File: src/design/wim_pkg.sv
package wim_pkg;

  // ****************************************************************
  // sizes and clock
  // ****************************************************************
  localparam int NUM_WAKE = 3;
  localparam int NUM_ALT = 2;
  localparam int NUM_CHAN = NUM_WAKE + NUM_ALT;
  localparam int CLK_KHZ = 50000;
  localparam int CNT_W = 12;

  // ****************************************************************
  // filter times
  // ****************************************************************
  localparam int FILT_SHORT_US = 16;
  localparam int FILT_LONG_US = 64;
  localparam logic [CNT_W-1:0] FILT_SHORT_CYC =
    CNT_W'((FILT_SHORT_US * CLK_KHZ + 999) / 1000);
  localparam logic [CNT_W-1:0] FILT_LONG_CYC =
    CNT_W'((FILT_LONG_US * CLK_KHZ + 999) / 1000);

  // ****************************************************************
  // register map (byte addresses)
  // ****************************************************************
  localparam int ADR_W = 5;
  localparam logic [ADR_W-1:0] OFS_PULL = 5'h00;
  localparam logic [ADR_W-1:0] OFS_FILT = 5'h04;
  localparam logic [ADR_W-1:0] OFS_WAKE_EN = 5'h08;
  localparam logic [ADR_W-1:0] OFS_SRC = 5'h0C;
  localparam logic [ADR_W-1:0] OFS_ALT_SRC = 5'h10;
  localparam logic [ADR_W-1:0] OFS_LEVEL = 5'h14;
  localparam logic [ADR_W-1:0] OFS_MASK = 5'h18;

  localparam logic [5:0] PULL_RST = 6'h00;
  localparam logic [5:0] FILT_RST = 6'h00;
  localparam logic [4:0] WAKE_EN_RST = 5'h00;
  localparam logic [4:0] MASK_RST = 5'h00;

  // ****************************************************************
  // field encodings
  // ****************************************************************
  localparam logic [1:0] PULL_NONE = 2'h0;
  localparam logic [1:0] PULL_DOWN = 2'h1;
  localparam logic [1:0] PULL_UP = 2'h2;
  localparam logic [1:0] PULL_AUTO = 2'h3;
  localparam logic [1:0] FILT_STATIC_SHORT = 2'h0;
  localparam logic [1:0] FILT_STATIC_LONG = 2'h1;

  typedef enum logic [1:0] {
    MODE_NORMAL,
    MODE_STOP,
    MODE_SLEEP,
    MODE_FAILSAFE
  } wimMode_e;

  typedef struct packed {
    logic [1:0] pull;
    logic [1:0] filt;
  } wimChanCfg_s;

endpackage

File: src/design/wim_top.sv
// Decided for this implementation: the register addresses and the Wishbone slave port.
`timescale 1ns/100ps

module wim_top (
  input wire logic mclk,
  input wire logic nrst,
  input wire logic clkEn,
  input wire logic wb_cyc_i,
  input wire logic wb_stb_i,
  input wire logic wb_we_i,
  input wire logic [wim_pkg::ADR_W-1:0] wb_adr_i,
  input wire logic [3:0] wb_sel_i,
  input wire logic [31:0] wb_dat_i,
  output logic [31:0] wb_dat_o,
  output logic wb_ack_o,
  input wire logic [wim_pkg::NUM_WAKE-1:0] wakePin,
  input wire logic [wim_pkg::NUM_ALT-1:0] failPin,
  input wire logic [1:0] timerWindow,
  input wire wim_pkg::wimMode_e sbcMode,
  output logic [wim_pkg::NUM_WAKE-1:0] pullUpEn,
  output logic [wim_pkg::NUM_WAKE-1:0] pullDownEn,
  output logic wakeReq,
  output logic irq
);

  localparam int NW = wim_pkg::NUM_WAKE;
  localparam int NC = wim_pkg::NUM_CHAN;
  localparam int CW = wim_pkg::CNT_W;

  // ****************************************************************
  // registers
  // ****************************************************************
  logic [5:0] pullCfg;
  logic [5:0] filtCfg;
  logic [4:0] wakeEn;
  logic [NW-1:0] srcStat;
  logic [wim_pkg::NUM_ALT-1:0] altStat;
  logic [NW-1:0] levelStat;
  logic [4:0] irqMask;

  logic [NC-1:0] syncA;
  logic [NC-1:0] syncB;
  logic [NC-1:0] stable;
  logic [CW-1:0] cnt [NC];
  logic [1:0] winPrev;

  logic [NC-1:0] chanActive;
  logic [NC-1:0] accept;
  logic [CW-1:0] next_cnt [NC];
  logic [31:0] rdData;
  logic busReq;
  logic busWr;
  logic lowMode;

  function automatic wim_pkg::wimChanCfg_s chanCfg(input int c);
    wim_pkg::wimChanCfg_s cfg;
    cfg.pull = pullCfg[2*c +: 2];
    cfg.filt = filtCfg[2*c +: 2];
    return cfg;
  endfunction

  function automatic logic [CW-1:0] filtLimit(input logic [1:0] filt);
    logic [CW-1:0] lim;
    lim = wim_pkg::FILT_SHORT_CYC;
    if (filt == wim_pkg::FILT_STATIC_LONG) begin
      lim = wim_pkg::FILT_LONG_CYC;
    end
    return lim;
  endfunction

  // a write lands at the edge where the master sees ack, never earlier,
  // so a request dropped before its ack leaves no trace
  assign busReq = wb_cyc_i && wb_stb_i && !wb_ack_o;
  assign busWr = wb_cyc_i && wb_stb_i && wb_ack_o && wb_we_i &&
                 wb_sel_i[0];
  assign lowMode = (sbcMode == wim_pkg::MODE_SLEEP) ||
                   (sbcMode == wim_pkg::MODE_FAILSAFE);

  // ****************************************************************
  // pin synchroniser
  // ****************************************************************
  // syncA feeds syncB only; everything downstream looks at syncB
  always_ff @(posedge mclk) begin
    if (!nrst) begin
      syncA <= '0;
      syncB <= '0;
    end else if (clkEn) begin
      syncA <= {failPin, wakePin};
      syncB <= syncA;
    end
  end

  // ****************************************************************
  // deglitch filter
  // ****************************************************************
  always_comb begin
    wim_pkg::wimChanCfg_s cfg;
    logic [CW-1:0] lim;
    cfg = '0;
    lim = '0;
    for (int c = 0; c < NC; c++) begin
      if (c < NW) begin
        cfg = chanCfg(c);
        lim = filtLimit(cfg.filt);
        // cyclic sense watches the pin only inside the timer window
        chanActive[c] = cfg.filt[1] ? timerWindow[cfg.filt[0]] : 1'b1;
      end else begin
        lim = wim_pkg::FILT_SHORT_CYC;
        chanActive[c] = wakeEn[c];
      end
      accept[c] = 1'b0;
      next_cnt[c] = '0;
      if (chanActive[c] && (syncB[c] != stable[c])) begin
        if (cnt[c] == lim - 1'b1) begin
          accept[c] = 1'b1;
        end else begin
          // stops at lim - 1, so CNT_W bits hold even the long filter
          next_cnt[c] = CW'(cnt[c] + 1'b1);
        end
      end
    end
  end

  // a bounce back clears the count, so the event is dropped
  always_ff @(posedge mclk) begin
    if (!nrst) begin
      stable <= '0;
      for (int c = 0; c < NC; c++) begin
        cnt[c] <= '0;
      end
    end else if (clkEn) begin
      for (int c = 0; c < NC; c++) begin
        cnt[c] <= next_cnt[c];
        if (accept[c]) begin
          stable[c] <= syncB[c];
        end else if (c >= NW && !chanActive[c]) begin
          // track quietly so enabling the alternate input is no event
          stable[c] <= syncB[c];
        end
      end
    end
  end

  // ****************************************************************
  // level status
  // ****************************************************************
  always_ff @(posedge mclk) begin
    if (!nrst) begin
      winPrev <= '0;
      levelStat <= '0;
    end else if (clkEn) begin
      winPrev <= timerWindow;
      for (int c = 0; c < NW; c++) begin
        // low-power modes keep the last reading taken while awake
        if (!lowMode) begin
          if (!filtCfg[2*c+1]) begin
            levelStat[c] <= syncB[c];
          end else if (winPrev[filtCfg[2*c]] &&
                       !timerWindow[filtCfg[2*c]]) begin
            levelStat[c] <= syncB[c];
          end
        end
      end
    end
  end

  // ****************************************************************
  // pull current sources
  // ****************************************************************
  // automatic mode follows the filtered level so noise cannot toggle it
  // the sources settle one cycle after the filtered level moves
  always_ff @(posedge mclk) begin
    if (!nrst) begin
      pullUpEn <= '0;
      pullDownEn <= '0;
    end else if (clkEn) begin
      for (int c = 0; c < NW; c++) begin
        case (pullCfg[2*c +: 2])
          wim_pkg::PULL_NONE: begin
            pullUpEn[c] <= 1'b0;
            pullDownEn[c] <= 1'b0;
          end
          wim_pkg::PULL_DOWN: begin
            pullUpEn[c] <= 1'b0;
            pullDownEn[c] <= 1'b1;
          end
          wim_pkg::PULL_UP: begin
            pullUpEn[c] <= 1'b1;
            pullDownEn[c] <= 1'b0;
          end
          default: begin
            pullUpEn[c] <= stable[c];
            pullDownEn[c] <= !stable[c];
          end
        endcase
      end
    end
  end

  // ****************************************************************
  // wake source status and interrupt
  // ****************************************************************
  // set wins over a write-one-to-clear in the same cycle
  // a disabled wake input still filters; it only leaves no source bit and raises no wake request
  always_ff @(posedge mclk) begin
    if (!nrst) begin
      srcStat <= '0;
      altStat <= '0;
    end else if (clkEn) begin
      for (int c = 0; c < NW; c++) begin
        if (accept[c] && wakeEn[c]) begin
          srcStat[c] <= 1'b1;
        end else if (busWr && wb_adr_i == wim_pkg::OFS_SRC &&
                     wb_dat_i[c]) begin
          srcStat[c] <= 1'b0;
        end
      end
      for (int a = 0; a < wim_pkg::NUM_ALT; a++) begin
        if (accept[NW+a]) begin
          altStat[a] <= 1'b1;
        end else if (busWr && wb_adr_i == wim_pkg::OFS_ALT_SRC &&
                     wb_dat_i[a]) begin
          altStat[a] <= 1'b0;
        end
      end
    end
  end

  always_ff @(posedge mclk) begin
    if (!nrst) begin
      irq <= 1'b0;
      wakeReq <= 1'b0;
    end else if (clkEn) begin
      // low-power modes wake instead of interrupting
      // status still latches while asleep, so software sees the source
      irq <= !lowMode && |({altStat, srcStat} & irqMask);
      wakeReq <= lowMode &&
                 |(accept & {wakeEn[4:3], wakeEn[NW-1:0]});
    end
  end

  // ****************************************************************
  // wishbone slave
  // ****************************************************************
  // all fields sit in the low byte; upper bits read as zero
  always_comb begin
    rdData = '0;
    case (wb_adr_i)
      wim_pkg::OFS_PULL: rdData[5:0] = pullCfg;
      wim_pkg::OFS_FILT: rdData[5:0] = filtCfg;
      wim_pkg::OFS_WAKE_EN: rdData[4:0] = wakeEn;
      wim_pkg::OFS_SRC: rdData[NW-1:0] = srcStat;
      wim_pkg::OFS_ALT_SRC: rdData[wim_pkg::NUM_ALT-1:0] = altStat;
      wim_pkg::OFS_LEVEL: rdData[NW-1:0] = levelStat;
      wim_pkg::OFS_MASK: rdData[4:0] = irqMask;
      default: rdData = '0;
    endcase
  end

  // every access, mapped or not, is acked one cycle after the request
  always_ff @(posedge mclk) begin
    if (!nrst) begin
      wb_ack_o <= 1'b0;
      wb_dat_o <= '0;
    end else if (clkEn) begin
      wb_ack_o <= busReq;
      wb_dat_o <= busReq ? rdData : '0;
    end
  end

  always_ff @(posedge mclk) begin
    if (!nrst) begin
      pullCfg <= wim_pkg::PULL_RST;
      filtCfg <= wim_pkg::FILT_RST;
      wakeEn <= wim_pkg::WAKE_EN_RST;
      irqMask <= wim_pkg::MASK_RST;
    end else if (clkEn && busWr) begin
      // status and level registers have no entry: read-only or W1C
      case (wb_adr_i)
        wim_pkg::OFS_PULL: pullCfg <= wb_dat_i[5:0];
        wim_pkg::OFS_FILT: filtCfg <= wb_dat_i[5:0];
        wim_pkg::OFS_WAKE_EN: wakeEn <= wb_dat_i[4:0];
        wim_pkg::OFS_MASK: irqMask <= wb_dat_i[4:0];
        default: ;
      endcase
    end
  end

endmodule // wim_top

File: config.mk
export PLATFORM = sky130hd
export DESIGN_NAME = wim_top
export DESIGN_NICKNAME = d
export VERILOG_FILES = /design/src/design/wim_pkg.sv /design/src/design/wim_top.sv
export SDC_FILE = /design/constraint.sdc
export NUM_CORES = 1
export LEC_CHECK = 0
export BUFFER_PORTS_ARGS = -buffer_cell sky130_fd_sc_hd__buf_2
export CAP_MARGIN = 20
export CORE_MARGIN = 1
export CORE_UTILIZATION = 28
export CTS_CLUSTER_DIAMETER = 60
export DETAILED_ROUTE_END_ITERATION = 16
export SLEW_MARGIN = 20
export SYNTH_ARGS = -nofsm -noshare
export SYNTH_HDL_FRONTEND = slang
export SYNTH_SLANG_ARGS = --single-unit
File: constraint.sdc
create_clock -name mclk -period 2.68 [get_ports mclk]
set_input_delay 0.134 -clock mclk [delete_from_list [all_inputs] [get_ports mclk]]
set_output_delay 0.134 -clock mclk [all_outputs]
set_load 0.01 [all_outputs]
==> results of run 1 <==
-- cell usage after synthesis, types with 9 or more instances --
master / instances / area share (%)
sky130_fd_sc_hd__a21boi_0: 10 / 1.2
sky130_fd_sc_hd__and3_1: 9 / 0.88
sky130_fd_sc_hd__nand4_1: 12 / 1.2
sky130_fd_sc_hd__edfxtp_1: 60 / 28
sky130_fd_sc_hd__nor2_1: 78 / 4.6
sky130_fd_sc_hd__nand3_1: 28 / 2.2
sky130_fd_sc_hd__mux2i_1: 54 / 8.5
sky130_fd_sc_hd__nor2b_1: 54 / 5.3
sky130_fd_sc_hd__and4_1: 11 / 1.5
sky130_fd_sc_hd__inv_1: 12 / 0.71
sky130_fd_sc_hd__xor2_1: 35 / 4.8
sky130_fd_sc_hd__clkbuf_1: 11 / 0.65
sky130_fd_sc_hd__dfxtp_1: 62 / 19
sky130_fd_sc_hd__xnor2_1: 20 / 2.7
sky130_fd_sc_hd__nand2_1: 47 / 2.8
sky130_fd_sc_hd__buf_4: 26 / 3.1
-- worst max-delay path, cell delays in order (launching register included) --
cell and delay, ns:
sky130_fd_sc_hd__edfxtp_1 0.42, sky130_fd_sc_hd__ha_1 0.26, sky130_fd_sc_hd__and4_1 0.24, sky130_fd_sc_hd__nor2b_1 0.16, sky130_fd_sc_hd__o21a_1 0.14, sky130_fd_sc_hd__or3b_1 0.56
sky130_fd_sc_hd__nor2_1 0.19
-- kinds of logic after synthesis --
kind of cell / after synthesis / synth area share [%]
xor gates and xnor gates: 55 / 7.56
DFF: 122 / 47.7
adders and majority gates: 5 / 0.982
and+or+nand+nor: 275 / 22.9
muxes: 57 / 9.36
AOI/OAI and AO/OA: 54 / 6.01
buffers and inverters: 59 / 5.36
other: 1 / 0.0588
-- final cells by class --
type | instances | area, um^2
inverters | 12 | 45.0
multi-input cells | 472 | 3080
well taps | 280 | 350
repair buffers | 49 | 293
flip-flops and latches | 122 | 3040
clock inverters | 11 | 128
diodes | 1 | 2.50
fillers | 2223 | 14700
clock buffers | 21 | 440
-- sequential cells by signal, summed over array words and instances (netlist names) --
register,cells
cnt,60
pullDownEn,3
wb_dat_o,6
pullCfg,6
irqMask,5
srcStat,3
pullUpEn,3
stable,5
altStat,2
wakeEn,5
syncB,5
levelStat,3
irq,1
winPrev,2
wb_ack_o,1
syncA,5
filtCfg,6
wakeReq,1
-- routing by layer --
layer	share of wire [%]	routed length, um	track usage (%)
met1	53	6990	17.2
met2	41	5480	16.1
met3	5.2	695	3.69
met4	0.96	127	2.98
met5	0	0	0
-- through the flow --
stage | instances | util, %
after global placement | 930 | 30.6
final | 968 | 33.4
after global routing | 967 | 33.4
after floorplan | 653 | -
after detailed placement | 930 | 30.6
after CTS | 967 | 33.4
-- report_power, final --
group,total [W],switching [W],internal (W)
combinational,0.000222,0.000131,0.0000901
clock,0.00225,0.000804,0.00144
sequential,0.00206,0.0000504,0.00201
total,0.00452,0.000986,0.00354
-- worst paths after layout --
check / slack [ns] / cells after the start / end
setup / recovery: 0.57 / 6 / cnt[0][8]$_SDFFCE_PP0P_
hold / removal: 0.02 / 3 / pullCfg[5]$_SDFFE_PN0P_
setup reg to reg: 0.57 / 6 / cnt[0][8]$_SDFFCE_PP0P_
hold reg to reg: 0.46 / 2 / wb_dat_o[3]$_SDFFE_PN0P_
-- repair_timing --
action,CTS,global route
hold endpoints to repair,5,0
hold buffers,5,0
endpoints found under the setup margin,0,0
==> results_dict.tcl, run 1 <==
set metrics [dict create \
    cts.path.max_buffers 2 \
    die_height_um 153 \
    gr-total-overflow 0 \
    insertion_delay_ns 0.42 \
    route.antenna.remaining_nets 0 \
    htree_num_levels 4 \
    fin_nets 735 \
    synth-async-reset-ratio_pct 0 \
    outcome "complete, no violations" \
    finish.instance_area_um2 7380 \
    final-setup-viol-count 0 \
    num_io_pins 97 \
    coreArea_um2 22100 \
    crit_start "cnt[0][0]$_SDFFCE_PP0P_" \
    register_area_share_after_synthesis_pct 47.7 \
    placement_rows 54 \
    slew_headroom_pct 45.9 \
    tritoncts.num_buffers 17 \
    clk_pin_slew_worst_paths_ns 0.05 \
    hp-start "wb_dat_i[5]" \
    cts_resized 0 \
    timing.rr.start "cnt[0][0]$_SDFFCE_PP0P_" \
    die-width_um 153 \
    finalCriticalPeriod_ns 2.11 \
    grt_antenna_before_repair 0 \
    grt_max_degree 61 \
    path_class "flip-flop to flip-flop" \
    required_arrival_time_at_the_worst_endpoint_ns 2.94 \
    top_library_cells_by_usage_in_the_layout_fill_and_taps_aside "sky130_fd_sc_hd__nor2_1 (78), sky130_fd_sc_hd__dfxtp_1 (62), sky130_fd_sc_hd__edfxtp_1 (60), sky130_fd_sc_hd__nor2b_1 (54), sky130_fd_sc_hd__mux2i_1 (54)" \
    hold_viol_final 0 \
    critPathLaunchType "flip-flop" \
    data_arrival_time_at_the_worst_slack_endpoint_ns 2.37 \
    maxSlewViolCount 0 \
    via_per_inst 4.61 \
    finClkSkew_ns 0.00821 \
    synth_enable_flop_cells 60 \
    synth_ff_type "sky130_fd_sc_hd__dfxtp_1" \
    initial_standard_cell_utilization_of_the_core_pct 28.8 \
    drc 0 \
    synthesis.area_per_instance_um2 10.1 \
    post_synth_instance_area_um2 6370 \
    gp_routability_congestion 0.830 \
    commonest_non_fill_non_tap_cell_in_the_layout "sky130_fd_sc_hd__nor2_1" \
    input_output_buffers 40 \
    pwr_density_nw_per_um2 613 \
    worst_setup_ep_type "flip-flop" \
    syn_to_final_growth_pct 15.9 \
    iteration_0_drc_markers 312 \
    first_global_vias 3986 \
    max-vdd-ir-drop_uv 485 \
    cts_tree "done" \
    synth.yosys.warnings 0 \
    dp_slack_ns 0.581 \
    placed_cell_area_um2 6760 \
    netlist_instances 628 \
    total_vias_in_the_final_route 4467 \
    total_wire_length_after_detailed_routing_um 13300 \
    avgRoutedWirePerCell_um 13.7 \
    worst_min_delay_path_class "input pin to flip-flop" \
    crit_fanout 12 \
    post_cts_buffers 0 \
    post-layout-total-power_w 0.00452 \
    drt_pass1_iterations 5 \
    grt_setup_unrepaired "false" \
    share_of_final_layout_standard_cells_stronger_than_drive_strength_1_pct 11.5 \
    die_area_um2 23400 \
    post-dp-hpwl_um 9390 \
    finalWorstSetupSlack_ns 0.566 \
    grt_pass1_wl_um 21400 \
    clkSinkCount 122 \
    drv.max_cap_violation_count 0 \
    cellLeakagePower_nw 2.60 \
    groute.usage.overall_pct 11.6 \
    final.period_utilization_pct 78.9 \
    timing.fmax_mhz 473 \
    cts-root-buf "sky130_fd_sc_hd__clkbuf_16" \
    tns_ns 0 \
    number_of_distinct_library_cell_variants_in_the_gate_level_netlist_after_synthesis 54 \
    ys_ff_latch 122 \
    timing.hold.ws_ns 0.0241 \
    max_slew.worst_pin.slew_ns 0.805 \
]
(Power assumes the default switching activity.)
==> run 2, diff against run 1 <==
==> constraint.sdc (replaced) <==
create_clock -name mclk -period 1.75 [get_ports mclk]
set_input_delay 0.0875 -clock mclk [delete_from_list [all_inputs] [get_ports mclk]]
set_output_delay 0.0875 -clock mclk [all_outputs]
set_load 0.01 [all_outputs]
==> results_dict.tcl, run 2 (same netlist as run 1, synthesis figures left out) <==
set metrics [dict create \
    worst_min_delay_path_class "input pin to flip-flop" \
    share_comb_of_total_power_pct 6.4 \
    grt_antenna_before_repair 1 \
    power_frac_clock_pct 48.2 \
    total_wire_length_after_detailed_routing_um 14300 \
    cts.path.max_buffers 2 \
    hp-start "wb_dat_i[4]" \
    dp_slack_ns -0.142 \
    route.antenna.remaining_nets 0 \
    clkSinkCount 122 \
    p_int_w 0.00543 \
    worst_setup_ep_type "flip-flop" \
    cellLeakagePower_nw 3.01 \
    grt_pass1_wl_um 23000 \
    required_arrival_time_at_the_worst_endpoint_ns 1.91 \
    drv.max_cap_violation_count 0 \
    commonest_non_fill_non_tap_cell_in_the_layout "sky130_fd_sc_hd__buf_4" \
    share_of_final_layout_standard_cells_stronger_than_drive_strength_1_pct 22.3 \
    drc 0 \
    htree_num_levels 4 \
    fin_nets 812 \
    maxSlewViolCount 0 \
    via_per_inst 4.48 \
    data_arrival_time_at_the_worst_slack_endpoint_ns 2.02 \
    crit_start "cnt[0][34]$_SDFFCE_PP0P_" \
    crit_fanout 6 \
    path_class "flip-flop to flip-flop" \
    initial_standard_cell_utilization_of_the_core_pct 28.8 \
    tritoncts.num_buffers 17 \
    hold_viol_final 0 \
    largest_register_ff_count 60 \
    switching_share_of_total_power_pct 21.1 \
    cts-root-buf "sky130_fd_sc_hd__clkbuf_16" \
    insertion_delay_ns 0.41 \
    critPathLaunchType "flip-flop" \
    finalWorstSetupSlack_ns -0.113 \
    violations "negative setup slack" \
    placement_rows 54 \
    timing.fmax_mhz 537 \
    seq_power_share_pct 45.4 \
    total_vias_in_the_final_route 4683 \
    coreArea_um2 22100 \
    die_height_um 153 \
    max_flop_register "cnt" \
    first_global_vias 4334 \
    timing.rr.start "cnt[0][34]$_SDFFCE_PP0P_" \
    num_io_pins 97 \
    final-setup-viol-count 27 \
    input_output_buffers 40 \
    placed_cell_area_um2 7320 \
    drt_pass1_iterations 4 \
    avgRoutedWirePerCell_um 13.7 \
    die_area_um2 23400 \
    gr-total-overflow 0 \
    post-dp-hpwl_um 10300 \
    max-vdd-ir-drop_uv 791 \
    outcome "finished with violations" \
    fillCellCount 2205 \
    switching_component_of_the_power_w 0.00146 \
    finClkSkew_ns 0.00844 \
    groute.usage.overall_pct 12.5 \
    clk_pin_slew_worst_paths_ns 0.06 \
    syn_to_final_growth_pct 26.2 \
    iteration_0_drc_markers 283 \
    pwr_density_nw_per_um2 857 \
    finalCriticalPeriod_ns 1.86 \
    grt_max_degree 56 \
    top_library_cells_by_usage_in_the_layout_fill_and_taps_aside "sky130_fd_sc_hd__buf_4 (79), sky130_fd_sc_hd__nor2_1 (77), sky130_fd_sc_hd__dfxtp_1 (62), sky130_fd_sc_hd__edfxtp_1 (60), sky130_fd_sc_hd__mux2i_1 (54)" \
    die-width_um 153 \
    cts_tree "done" \
    finish.instance_area_um2 8040 \
    max_slew.worst_pin.slew_ns 0.568 \
    slew_headroom_pct 62.1 \
    grt_setup_unrepaired "true" \
    gp_routability_congestion 0.843 \
    final.period_utilization_pct 106 \
]
## run 2: worst paths after layout
kind,to,slack [ns],cells past startpoint
max,cnt[0][30]$_SDFFCE_PP0P_,-0.11,5
min,irqMask[4]$_SDFFE_PN0P_,0.02,3
max reg2reg,cnt[0][30]$_SDFFCE_PP0P_,-0.11,5
min reg2reg,wb_dat_o[4]$_SDFFE_PN0P_,0.46,2
## run 2: layout make-up
cell class	instances	area, um^2	share of cell area, %
Antenna cell	1	2.50	0.0311
Clock buffer	32	573	7.13
Tap cell	280	350	4.36
Multi-Input combinational cell	473	3170	39.4
Timing Repair Buffer	125	853	10.6
Inverter	12	48.8	0.607
Sequential cell	122	3040	37.8
## run 2: power by group through the flow
stage | sequential (W) | combinational (W) | clock, W
6_report | 0.00313 | 0.000438 | 0.00332
4_1_cts | 0.00313 | 0.000436 | 0.00340
3_5_place_dp | 0.00319 | 0.000421 | 0
5_1_grt | 0.00314 | 0.000481 | 0.00353
3_3_place_gp | 0.00318 | 0.000422 | 0
2_1_floorplan | 0.00319 | 0.000274 | 0
## run 2: critical path: stages, from the launching register on
cell and delay, ns:
sky130_fd_sc_hd__edfxtp_1 0.37, sky130_fd_sc_hd__or4b_1 0.54, sky130_fd_sc_hd__nor4b_2 0.27, sky130_fd_sc_hd__o21a_2 0.20, sky130_fd_sc_hd__or3b_4 0.18, sky130_fd_sc_hd__nor2_1 0.06
## run 2: metrics by stage
| step | hold WS (ns) | TNS, ns | utilization [%] | instances | power (W) |
|---|---|---|---|---|---|
| finish | 0.0224 | -1.83 | 36.4 | 1045 | 0.00689 |
| global route | 0.00784 | -5.62 | 36.4 | 1045 | 0.00715 |
| CTS | 0.00997 | -1.84 | 36.2 | 1043 | 0.00697 |
| detailed placement | 0.353 | -2.16 | 33.1 | 1003 | 0.00361 |
| global placement | 0.343 | -1.29 | 33.1 | 1003 | 0.00361 |
| floorplan | 0.257 | -2.36 | - | 653 | 0.00346 |
## run 2: what timing repair did
action,4_1_cts,5_1_grt
setup endpoints to repair,38,55
gates resized for setup,4,12
buffers inserted,1,1
hold buffers,6,0
cloned,1,0
pin swaps,9,8
hold endpoints to repair,7,0
## run 2: routing by layer
metal	wire (um)	global-route usage [%]	up-vias
li1	-	-	2413
met1	7280	17.5	2179
met2	6380	18.9	81
met3	458	2.89	10
met4	158	4.18	0
met5	0	0	-
